File: src/hdl/fxa_regs.svh
// Function
// RULE1: host needs code flash programming mode first
// RULE2: write 0x01 to area select first
// RULE3: high and low data form one word
// RULE4: command code plus start bit starts command
// RULE5: 0x81 security word, 0x82 window word
// RULE6: further commands allowed while mode is held
// RULE7: always write whole four-byte word
// RULE8: bits 25..16 hold window end plus one
// RULE9: bits 9..0 hold window first block
// RULE10: bit 12 enables serial programming
// RULE11: bit 10 enables serial block erase
// RULE12: bit 9 enables boot area reprogramming
// RULE13: bit 8 picks boot cluster
// RULE14: boot flag change writes ones elsewhere
// RULE15: protect clear keeps boot flag as read
// RULE16: write protect restored only by chip erase
// RULE17: chip erase refused while protections cleared
// RULE18: poll completion bit before proceeding
// RULE19: read error flags after completion
// RULE20: monitor bit is inverse of boot flag
// RULE21: clear start, wait completion bit clear
// RULE22: extra command cannot be aborted
// RULE23: boot protect blocks boot flag change
// RULE24: security flags only move toward disabled
// RULE25: keep registers stable while command runs
// register map of the device as seen by this host
// assumes register indices picked by the host, since no offsets are fixed
`ifndef FXA_REGS_SVH
`define FXA_REGS_SVH
`define FXA_IDX_AREA 3'h0
`define FXA_IDX_WDH 3'h1
`define FXA_IDX_WDL 3'h2
`define FXA_IDX_CTRL 3'h3
`define FXA_IDX_STH 3'h4
`define FXA_IDX_STL 3'h5
`define FXA_AREA_EXTRA 16'h0001
`define FXA_CMD_SEC 8'h81
`define FXA_CMD_WIN 8'h82
`define FXA_CTRL_IDLE 16'h0000
`define FXA_DONE_BIT 7
`define FXA_MON_BIT 7
`define FXA_BIT_WRPROT 12
`define FXA_BIT_ERPROT 10
`define FXA_BIT_BTPROT 9
`define FXA_BIT_BOOT_SW 8
`endif

File: src/hdl/fxa_pkg.sv
// types shared by the extra area host
// assumes a 16-bit device register port with one-cycle read latency
package fxa_pkg;
	typedef enum logic [1:0] {
		FXA_OP_WINDOW = 2'h0,
		FXA_OP_BOOT = 2'h1,
		FXA_OP_PROTECT = 2'h2
	} fxa_op_t;
	typedef struct packed {
		logic [2:0] addr;
		logic wr;
		logic rd;
		logic [15:0] wdata;
	} fxa_req_t;
	typedef struct packed {
		logic [9:0] first;
		logic [9:0] end1;
		logic boot_val;
		logic [2:0] clr;
	} fxa_arg_t;
	typedef enum logic [3:0] {
		FXA_IDLE = 4'h0,
		FXA_FLG_RD = 4'h1,
		FXA_FLG_CK = 4'h3,
		FXA_SEL = 4'h2,
		FXA_WRH = 4'h6,
		FXA_WRL = 4'h7,
		FXA_GO = 4'h5,
		FXA_SET_RD = 4'h4,
		FXA_SET_CK = 4'hc,
		FXA_ERR_RD = 4'hd,
		FXA_ERR_CK = 4'hf,
		FXA_STOP = 4'he,
		FXA_CLR_RD = 4'ha,
		FXA_CLR_CK = 4'hb
	} fxa_st_t;
endpackage : fxa_pkg

File: src/hdl/fxa_host.sv
// host sequencer that programs the flash extra area
// assumes the device register port runs on core_clk
`timescale 1ns/1ns
`include "fxa_regs.svh"
module fxa_host (
	// clock and reset
	input wire logic core_clk,
	input wire logic rst_b,
	// user orders
	input wire logic op_valid,
	output logic op_ready,
	input wire fxa_pkg::fxa_op_t op_kind,
	input wire fxa_pkg::fxa_arg_t op_arg,
	input wire logic prog_mode,
	// user results
	output logic done,
	output logic refused,
	output logic [3:0] err_flags,
	// device register port
	output fxa_pkg::fxa_req_t dev_req,
	input wire logic [15:0] dev_rdata
);
	logic rst_s1_r;
	logic rst_n_r;
	always_ff @(posedge core_clk or negedge rst_b) begin
		if (!rst_b) begin
			rst_s1_r <= 1'b0;
			rst_n_r <= 1'b0;
		end else begin
			rst_s1_r <= 1'b1;
			rst_n_r <= rst_s1_r;
		end
	end

	fxa_pkg::fxa_st_t st_r, st_nxt;
	fxa_pkg::fxa_op_t kind_r, kind_nxt;
	fxa_pkg::fxa_arg_t arg_r, arg_nxt;
	logic flg_r, flg_nxt;
	logic [31:0] word_r, word_nxt;
	logic [3:0] err_r, err_nxt;
	logic done_r, done_nxt;
	logic ref_r, ref_nxt;
	fxa_pkg::fxa_req_t req_r, req_nxt;

	// builds the whole 32-bit extra area word
	function automatic logic [31:0] build_word(
		input fxa_pkg::fxa_op_t k,
		input fxa_pkg::fxa_arg_t a,
		input logic flg
	);
		logic [31:0] w;
		w = 32'hffffffff;
		case (k)
			fxa_pkg::FXA_OP_WINDOW: begin
				w = {6'h00, a.end1, 6'h00, a.first}; // RULE8 RULE9
			end
			fxa_pkg::FXA_OP_BOOT: begin
				w[`FXA_BIT_BOOT_SW] = a.boot_val; // RULE13 RULE14
			end
			fxa_pkg::FXA_OP_PROTECT: begin
				// only clears are ever requested
				w[`FXA_BIT_WRPROT] = ~a.clr[2]; // RULE10 RULE24
				w[`FXA_BIT_ERPROT] = ~a.clr[1]; // RULE11 RULE24
				w[`FXA_BIT_BTPROT] = ~a.clr[0]; // RULE12 RULE24
				w[`FXA_BIT_BOOT_SW] = flg; // RULE15
			end
			default: begin
				w = 32'hffffffff;
			end
		endcase
		return w;
	endfunction : build_word

	// register request for a given state
	function automatic fxa_pkg::fxa_req_t req_of(
		input fxa_pkg::fxa_st_t s,
		input logic [31:0] w,
		input fxa_pkg::fxa_op_t k
	);
		fxa_pkg::fxa_req_t q;
		q = '0;
		case (s)
			fxa_pkg::FXA_FLG_RD: begin
				q.addr = `FXA_IDX_STL;
				q.rd = 1'b1;
			end
			fxa_pkg::FXA_SEL: begin
				q.addr = `FXA_IDX_AREA;
				q.wr = 1'b1;
				q.wdata = `FXA_AREA_EXTRA; // RULE2
			end
			fxa_pkg::FXA_WRH: begin
				q.addr = `FXA_IDX_WDH;
				q.wr = 1'b1;
				q.wdata = w[31:16]; // RULE3 RULE7
			end
			fxa_pkg::FXA_WRL: begin
				q.addr = `FXA_IDX_WDL;
				q.wr = 1'b1;
				q.wdata = w[15:0]; // RULE3 RULE7
			end
			fxa_pkg::FXA_GO: begin
				q.addr = `FXA_IDX_CTRL;
				q.wr = 1'b1;
				if (k == fxa_pkg::FXA_OP_WINDOW) begin
					q.wdata = {8'h00, `FXA_CMD_WIN}; // RULE4 RULE5
				end else begin
					q.wdata = {8'h00, `FXA_CMD_SEC}; // RULE4 RULE5
				end
			end
			fxa_pkg::FXA_SET_RD, fxa_pkg::FXA_CLR_RD: begin
				q.addr = `FXA_IDX_STH;
				q.rd = 1'b1;
			end
			fxa_pkg::FXA_ERR_RD: begin
				q.addr = `FXA_IDX_STL;
				q.rd = 1'b1;
			end
			fxa_pkg::FXA_STOP: begin
				q.addr = `FXA_IDX_CTRL;
				q.wr = 1'b1;
				q.wdata = `FXA_CTRL_IDLE; // RULE21
			end
			default: begin
				q = '0;
			end
		endcase
		return q;
	endfunction : req_of

	assign op_ready = (st_r == fxa_pkg::FXA_IDLE);

	always_comb begin
		st_nxt = st_r;
		kind_nxt = kind_r;
		arg_nxt = arg_r;
		flg_nxt = flg_r;
		err_nxt = err_r;
		done_nxt = 1'b0;
		ref_nxt = 1'b0;
		case (st_r)
			fxa_pkg::FXA_IDLE: begin
				if (op_valid) begin
					if (!prog_mode) begin
						ref_nxt = 1'b1; // RULE1
					end else begin
						// a new order may follow any finished one
						kind_nxt = op_kind; // RULE6
						arg_nxt = op_arg;
						if (op_kind == fxa_pkg::FXA_OP_PROTECT) begin
							st_nxt = fxa_pkg::FXA_FLG_RD;
						end else begin
							st_nxt = fxa_pkg::FXA_SEL;
						end
					end
				end
			end
			fxa_pkg::FXA_FLG_RD: begin
				st_nxt = fxa_pkg::FXA_FLG_CK;
			end
			fxa_pkg::FXA_FLG_CK: begin
				flg_nxt = ~dev_rdata[`FXA_MON_BIT]; // RULE20 RULE15
				st_nxt = fxa_pkg::FXA_SEL;
			end
			fxa_pkg::FXA_SEL: begin
				st_nxt = fxa_pkg::FXA_WRH;
			end
			fxa_pkg::FXA_WRH: begin
				st_nxt = fxa_pkg::FXA_WRL;
			end
			fxa_pkg::FXA_WRL: begin
				st_nxt = fxa_pkg::FXA_GO;
			end
			fxa_pkg::FXA_GO: begin
				st_nxt = fxa_pkg::FXA_SET_RD;
			end
			fxa_pkg::FXA_SET_RD: begin
				st_nxt = fxa_pkg::FXA_SET_CK;
			end
			fxa_pkg::FXA_SET_CK: begin
				// no abort path exists while the command runs
				if (dev_rdata[`FXA_DONE_BIT]) begin // RULE18 RULE22
					st_nxt = fxa_pkg::FXA_ERR_RD;
				end else begin
					st_nxt = fxa_pkg::FXA_SET_RD;
				end
			end
			fxa_pkg::FXA_ERR_RD: begin
				st_nxt = fxa_pkg::FXA_ERR_CK;
			end
			fxa_pkg::FXA_ERR_CK: begin
				err_nxt = dev_rdata[3:0]; // RULE19
				st_nxt = fxa_pkg::FXA_STOP;
			end
			fxa_pkg::FXA_STOP: begin
				st_nxt = fxa_pkg::FXA_CLR_RD;
			end
			fxa_pkg::FXA_CLR_RD: begin
				st_nxt = fxa_pkg::FXA_CLR_CK;
			end
			fxa_pkg::FXA_CLR_CK: begin
				if (!dev_rdata[`FXA_DONE_BIT]) begin // RULE21
					st_nxt = fxa_pkg::FXA_IDLE;
					done_nxt = 1'b1;
				end else begin
					st_nxt = fxa_pkg::FXA_CLR_RD;
				end
			end
			default: begin
				st_nxt = fxa_pkg::FXA_IDLE;
			end
		endcase
		// word stays fixed from data write to completion
		word_nxt = build_word(kind_nxt, arg_nxt, flg_nxt); // RULE25
		req_nxt = req_of(st_nxt, word_nxt, kind_nxt);
	end

	always_ff @(posedge core_clk or negedge rst_n_r) begin
		if (!rst_n_r) begin
			st_r <= fxa_pkg::FXA_IDLE;
			kind_r <= fxa_pkg::FXA_OP_WINDOW;
			arg_r <= '0;
			flg_r <= 1'b1;
			word_r <= 32'h00000000;
			err_r <= 4'h0;
			done_r <= 1'b0;
			ref_r <= 1'b0;
			req_r <= '0;
		end else begin
			st_r <= st_nxt;
			kind_r <= kind_nxt;
			arg_r <= arg_nxt;
			flg_r <= flg_nxt;
			word_r <= word_nxt;
			err_r <= err_nxt;
			done_r <= done_nxt;
			ref_r <= ref_nxt;
			req_r <= req_nxt;
		end
	end

	assign dev_req = req_r;
	assign done = done_r;
	assign refused = ref_r;
	assign err_flags = err_r;
endmodule : fxa_host

File: config.mk
export PLATFORM = sky130hd
export DESIGN_NAME = fxa_host
export DESIGN_NICKNAME = d
export VERILOG_FILES = /design/src/hdl/fxa_pkg.sv /design/src/hdl/fxa_host.sv
export VERILOG_INCLUDE_DIRS = /design/src /design/src/hdl
export SDC_FILE = /design/constraint.sdc
export NUM_CORES = 1
export LEC_CHECK = 0
export ABC_AREA = 1
export BUFFER_PORTS_ARGS = -buffer_cell sky130_fd_sc_hd__buf_2
export CORE_ASPECT_RATIO = 0.9
export CORE_MARGIN = 5
export CORE_UTILIZATION = 45
export DETAILED_ROUTE_END_ITERATION = 8
export PLACE_DENSITY = 0.74
export SLEW_MARGIN = 15
export SYNTH_ARGS = -nofsm -noshare
export SYNTH_HDL_FRONTEND = slang
export SYNTH_SLANG_ARGS = --single-unit
File: constraint.sdc
create_clock -name core_clk -period 1.64 [get_ports core_clk]
set_input_delay 0 -clock core_clk [delete_from_list [all_inputs] [get_ports core_clk]]
set_output_delay 0 -clock core_clk [all_outputs]
set_load 0.01 [all_outputs]
Word-level counts from Yosys, hierarchy flattened
Cells that the tools add are included.
{ "word_totals": {"reg_bits": 60, "out_inout_bits": 28, "wordCells": 81} }
{ "op_classes": {"n_eq_ne": 25, "muxes": 29, "bitwise": 4, "n_reduce_logical": 7} }
{ "op_table": {"columns": ["op", "count"], "rows": [
  ["$mux 24", 3],
  ["$pmux 16 s4", 1],
  ["$pmux 4 s14", 1],
  ["$eq 4x4->1 const B", 9],
  ["$eq 4x3->1 const B", 8],
  ["$mux 19", 1],
  ["$mux 4", 4],
  ["$pmux 3 s5", 1],
  ["$eq 4x2->1 const B", 3],
  ["$mux 2", 5],
  ["$mux 1", 9],
  ["$eq 4x1->1 const B", 2],
  ["$mux 8", 1],
  ["$reduce_or 2->1", 3],
  ["$reduce_or 5->1", 1],
  ["$eq 2x2->1 const B", 2],
  ["$logic_not 4->1", 1],
  ["$not 1->1", 4],
  ["$pmux 2 s2", 1],
  ["$reduce_or 4->1", 1],
  ["$pmux 1 s3", 1],
  ["$eq 2x1->1 const B", 1],
  ["$logic_not 2->1", 1],
  ["$pmux 1 s2", 1]
]} }

Longest topological paths before layout
{ "depth": {"depth_word": 8, "mapped_depth": 10} }

Least setup slack after synthesis
No wires, ideal clock.
{ "synth_path": {"path_type": "register to register", "start": "register st_r[2]", "end": "register req_r, in the netlist dev_req[3]", "setup_time_ns": 0.120, "arrival_time_ns": 1.375, "required_time_ns": 1.520, "path_slack_ns": 0.144, "path_stages_with_launch": 10, "path_buffers": 1, "period_less_slack_ns": 1.496, "cell_sequence": "dfrtp_1 > nor2_4 > nand2_4 > nor2_8 > nand2_4 > nand2_4 > nand2_4 > buf_6 > o21ai_1 > nand2_1"} }
{ "synth_rtl": {"columns": ["item", "line_no", "text"], "rows": [
  ["from (decl)", "fxa_host.sv:35", "fxa_pkg::fxa_st_t st_r, st_nxt;"],
  ["from (signal assigned)", "fxa_host.sv:220", "st_r <= fxa_pkg::FXA_IDLE;"],
  ["from (signal assigned)", "fxa_host.sv:230", "st_r <= st_nxt;"],
  ["to (signal assigned)", "fxa_host.sv:238", "req_r <= req_nxt;"],
  ["to (decl)", "fxa_host.sv:43", "fxa_pkg::fxa_req_t req_r, req_nxt;"]
]} }

==> flow_summary_export.csv <==
group,metric,value,unit
timing,hold_violations,0,
clock_network,cts_tree,"done",
die,row_count,26,
pwr,p_leak,2.05,nW
worst_setup_path,cpMostUsedCell,"nand2_4",
finish,area_growth,44.0,%
finish,layout-drive-gt1-share,31.9,%
grt,antenna_found_initial,0,
worst_setup_path,worstPathArrival,1.79,ns
worst_setup_path,cp_slowest_stage_delay,0.41,ns
timing,setup_viol,0,
pwr,pwr_density_cell,1850,nW/um^2
logic_synthesis,syn_area_per_cell,8.78,um^2
clock_network,cts_buffer_depth,2,
clock_network,ctsRootBufferMaster,"clkbuf_8",
die,die_h,81.3,um
logic_synthesis,synth_area_leaders,"dfrtp_1 (55%), nand2_1 (15%), inv_1 (5.0%)",
timing,fin_worst_skew,0.00902,ns
logic_synthesis,yosys.area.top_type,"dfrtp_1",
logic_synthesis,ys_warn_count,0,
logic_synthesis,netlist_area,2540,um^2
die,initial_utilization,45.5,%
clock_network,cts.clk_slew.worst_paths,0.07,ns
die,dieArea,7260,um^2
worst_setup_path,cpLargestDelayFamily,"simple AND/OR/NAND/NOR gates",
placed_design,dpl_cell_area,3020,um^2
detailed_routing,drc,0,
flow_run,cap_violations,0,
die,die_w,89.3,um
timing,rsz0062_at_grt,"yes",
worst_setup_path,start_kind,"register",
logic_synthesis,syn_nets,336,
grt,grt_max_degree,21,
worst_setup_path,cp-end-kind,"register",
clock_network,worstSkewPairLatency,0.34,ns
worst_setup_path,crit_chain,"nor2_4 > nand2_4 > nor2_8 > nand2_4 > nand2_4 > nand2_8 > buf_4 > o21ai_1 > nand2_1",
logic_synthesis,syn_inst,290,
worst_setup_path,criticalPathCategory,"reg -> reg",
clock_network,numCtsBuffers,9,
placed_design,io_buffer_count,62,
timing,fin_tns_setup,0,ns
worst_setup_path,slowest_stage,"dfrtp_1",
placed_design,place_ws,0.0803,ns
grt,grt.overflow.total,0,
timing,setup_slack,0.0773,ns
grt,grt_pass1_wl,10.3,mm
finish,fillers,455,
worst_setup_path,worstPathMaxFanout,16,
die,core_area,5600,um^2
finish,diodes,0,
timing,fin_crit_sh,95.3,%
detailed_routing,drt-total-wl,6.23,mm
clock_network,htreeDepth,3,
grt,first_global_vias,2253,
status,status,"completed",
placed_design,dp_hpwl,4.18,mm
logic_synthesis,ys_types,30,
worst_setup_path,r2r_cells,9,
detailed_routing,via_count,2272,
finish,final_area,3660,um^2
detailed_routing,drt_first_iter_violations,116,
detailed_routing,ant_nets,0,
worst_hold_path,holdPathStages,4,
detailed_routing,vias_per_cell,4.75,
placed_design,place.gp.congestion,0.882,
worst_hold_path,holdCritPathClass,"in -> reg",
logic_synthesis,ys_ff_latch,57,
finish,fin_nets,449,
worst_setup_path,cp.required,1.87,ns
clock_network,clock-sinks,57,
detailed_routing,first_pass_iters,4,
grt,grt_use_total,19.2,%
logic_synthesis,yosysSeqAreaShare,56.1,%
die,pin_count,74,
pwr,vdd_ir_drop_max,0.00104,V
detailed_routing,wl_per_cell,13.0,um
timing,hold_slack,0.000707,ns
worst_setup_path,critical_path_buf_inv_count,1,
worst_setup_path,cp_num_cells,9,
logic_synthesis,synth.top_cell.area_share,55.1,%
timing,fmax,640,MHz
timing,min_period,1.56,ns
timing,slew_viol_final,0,
finish,fin_util,65.5,%
-- synthesized netlist by cell type --
cell type	count
a21oi_1	1
a31oi_1	3
and2_1	3
buf_2	2
buf_4	4
buf_6	2
clkbuf_1	1
conb_1	1
dfrtp_1	56
dfstp_2	1
inv_1	34
mux2_2	4
nand2_1	103
nand2_2	3
nand2_4	4
nand3_1	17
nand3_4	1
nand3b_1	1
nand4_1	5
nor2_1	13
nor2_4	2
nor2_8	1
nor3_1	3
nor4_1	1
o211ai_1	1
o21a_1	1
o21ai_0	9
o21ai_1	11
or2_0	1
or2_2	1
-- tightest hold or removal path, cell delays in order --
cell and delay, ns:
buf_2 0.09, or2_2 0.10, o21ai_1 0.07, inv_1 0.06
-- metal layers --
layer | routed length [um] | global-route usage (%) | share of wire (%)
met5 | 0 | 0 | 0
met4 | 59 | 9.38 | 0.95
met3 | 315 | 3.45 | 5.1
met2 | 3290 | 32.5 | 53
met1 | 2570 | 23.6 | 41
-- layout by cell type, fill, tap and decap left out, types with 4 or more instances in the layout --
| cell type | n |
|---|---|
| clkbuf_8 | 11 |
| mux2_2 | 4 |
| nand4_1 | 5 |
| nand2_1 | 97 |
| nor2_4 | 4 |
| o21ai_1 | 12 |
| nand2_2 | 9 |
| buf_2 | 62 |
| buf_4 | 16 |
| inv_1 | 31 |
| dlygate4sd3_1 | 30 |
| dfrtp_1 | 55 |
| nor2_1 | 10 |
| nand3_1 | 14 |
| o21ai_0 | 8 |
-- power by group --
part           total [mW]  internal [mW]  leakage (nW)  switching, mW
sequential           2.23           2.02         0.716          0.212
combinational        2.89           1.14          1.20           1.74
clock                1.67           1.10         0.127          0.570
total                6.78           4.25          2.05           2.53
-- area by class of cell --
cell class	count	area (um^2)	area share, %
Clock buffer	12	155	4.23
Clock inverter	4	98.8	2.70
Inverter	34	128	3.48
Multi-Input combinational cell	190	985	26.9
Sequential cell	57	1430	39.0
Tap cell	70	87.6	2.39
Timing Repair Buffer	111	782	21.3
-- cell families after synthesis --
kind of cell / count (synthesis) / synth area share [%]
compound gates: 26 / 5.46
buf+inv: 43 / 7.62
flops: 57 / 56.1
mux: 4 / 1.77
other cells: 1 / 0.147
simple gates: 159 / 28.9
-- per-stage QoR --
stage / std cells / power, mW
finish: 478 / 6.78
CTS: 475 / 6.55
detailed placement: 429 / 4.80
floorplan: 290 / 4.01
global placement: 429 / 4.73
global route: 478 / 7.31
-- registers in the layout (all words and copies together) (netlist names), 2 cells and up --
| register | cells |
|---|---|
| err_flags | 4 |
| arg_r | 24 |
| kind_r | 2 |
| dev_req | 18 |
| st_r | 4 |
-- repair_timing --
item / 4_1_cts / 5_1_grt
endpoints found under the setup margin: 0 / 9
hold buffers: 30 / 1
endpoints found under the hold margin: 33 / 1
setup buffers: 0 / 3
gates resized for setup: 0 / 21
-- final timing paths --
kind / startpoint / to / slack (ns)
setup / recovery: st_r[3] / dev_req[4] / 0.08
hold / removal: op_arg[23] / arg_r[23] / 0.0007
setup reg to reg: st_r[3] / dev_req[4] / 0.08
hold reg to reg: rst_n_r / kind_r[1] / 0.22
max in group asynchronous: rst_n_r / dev_req[18] / 0.95
min in group asynchronous: rst_n_r / kind_r[1] / 0.22
No activity file was read; power rests on OpenSTA's default activity.
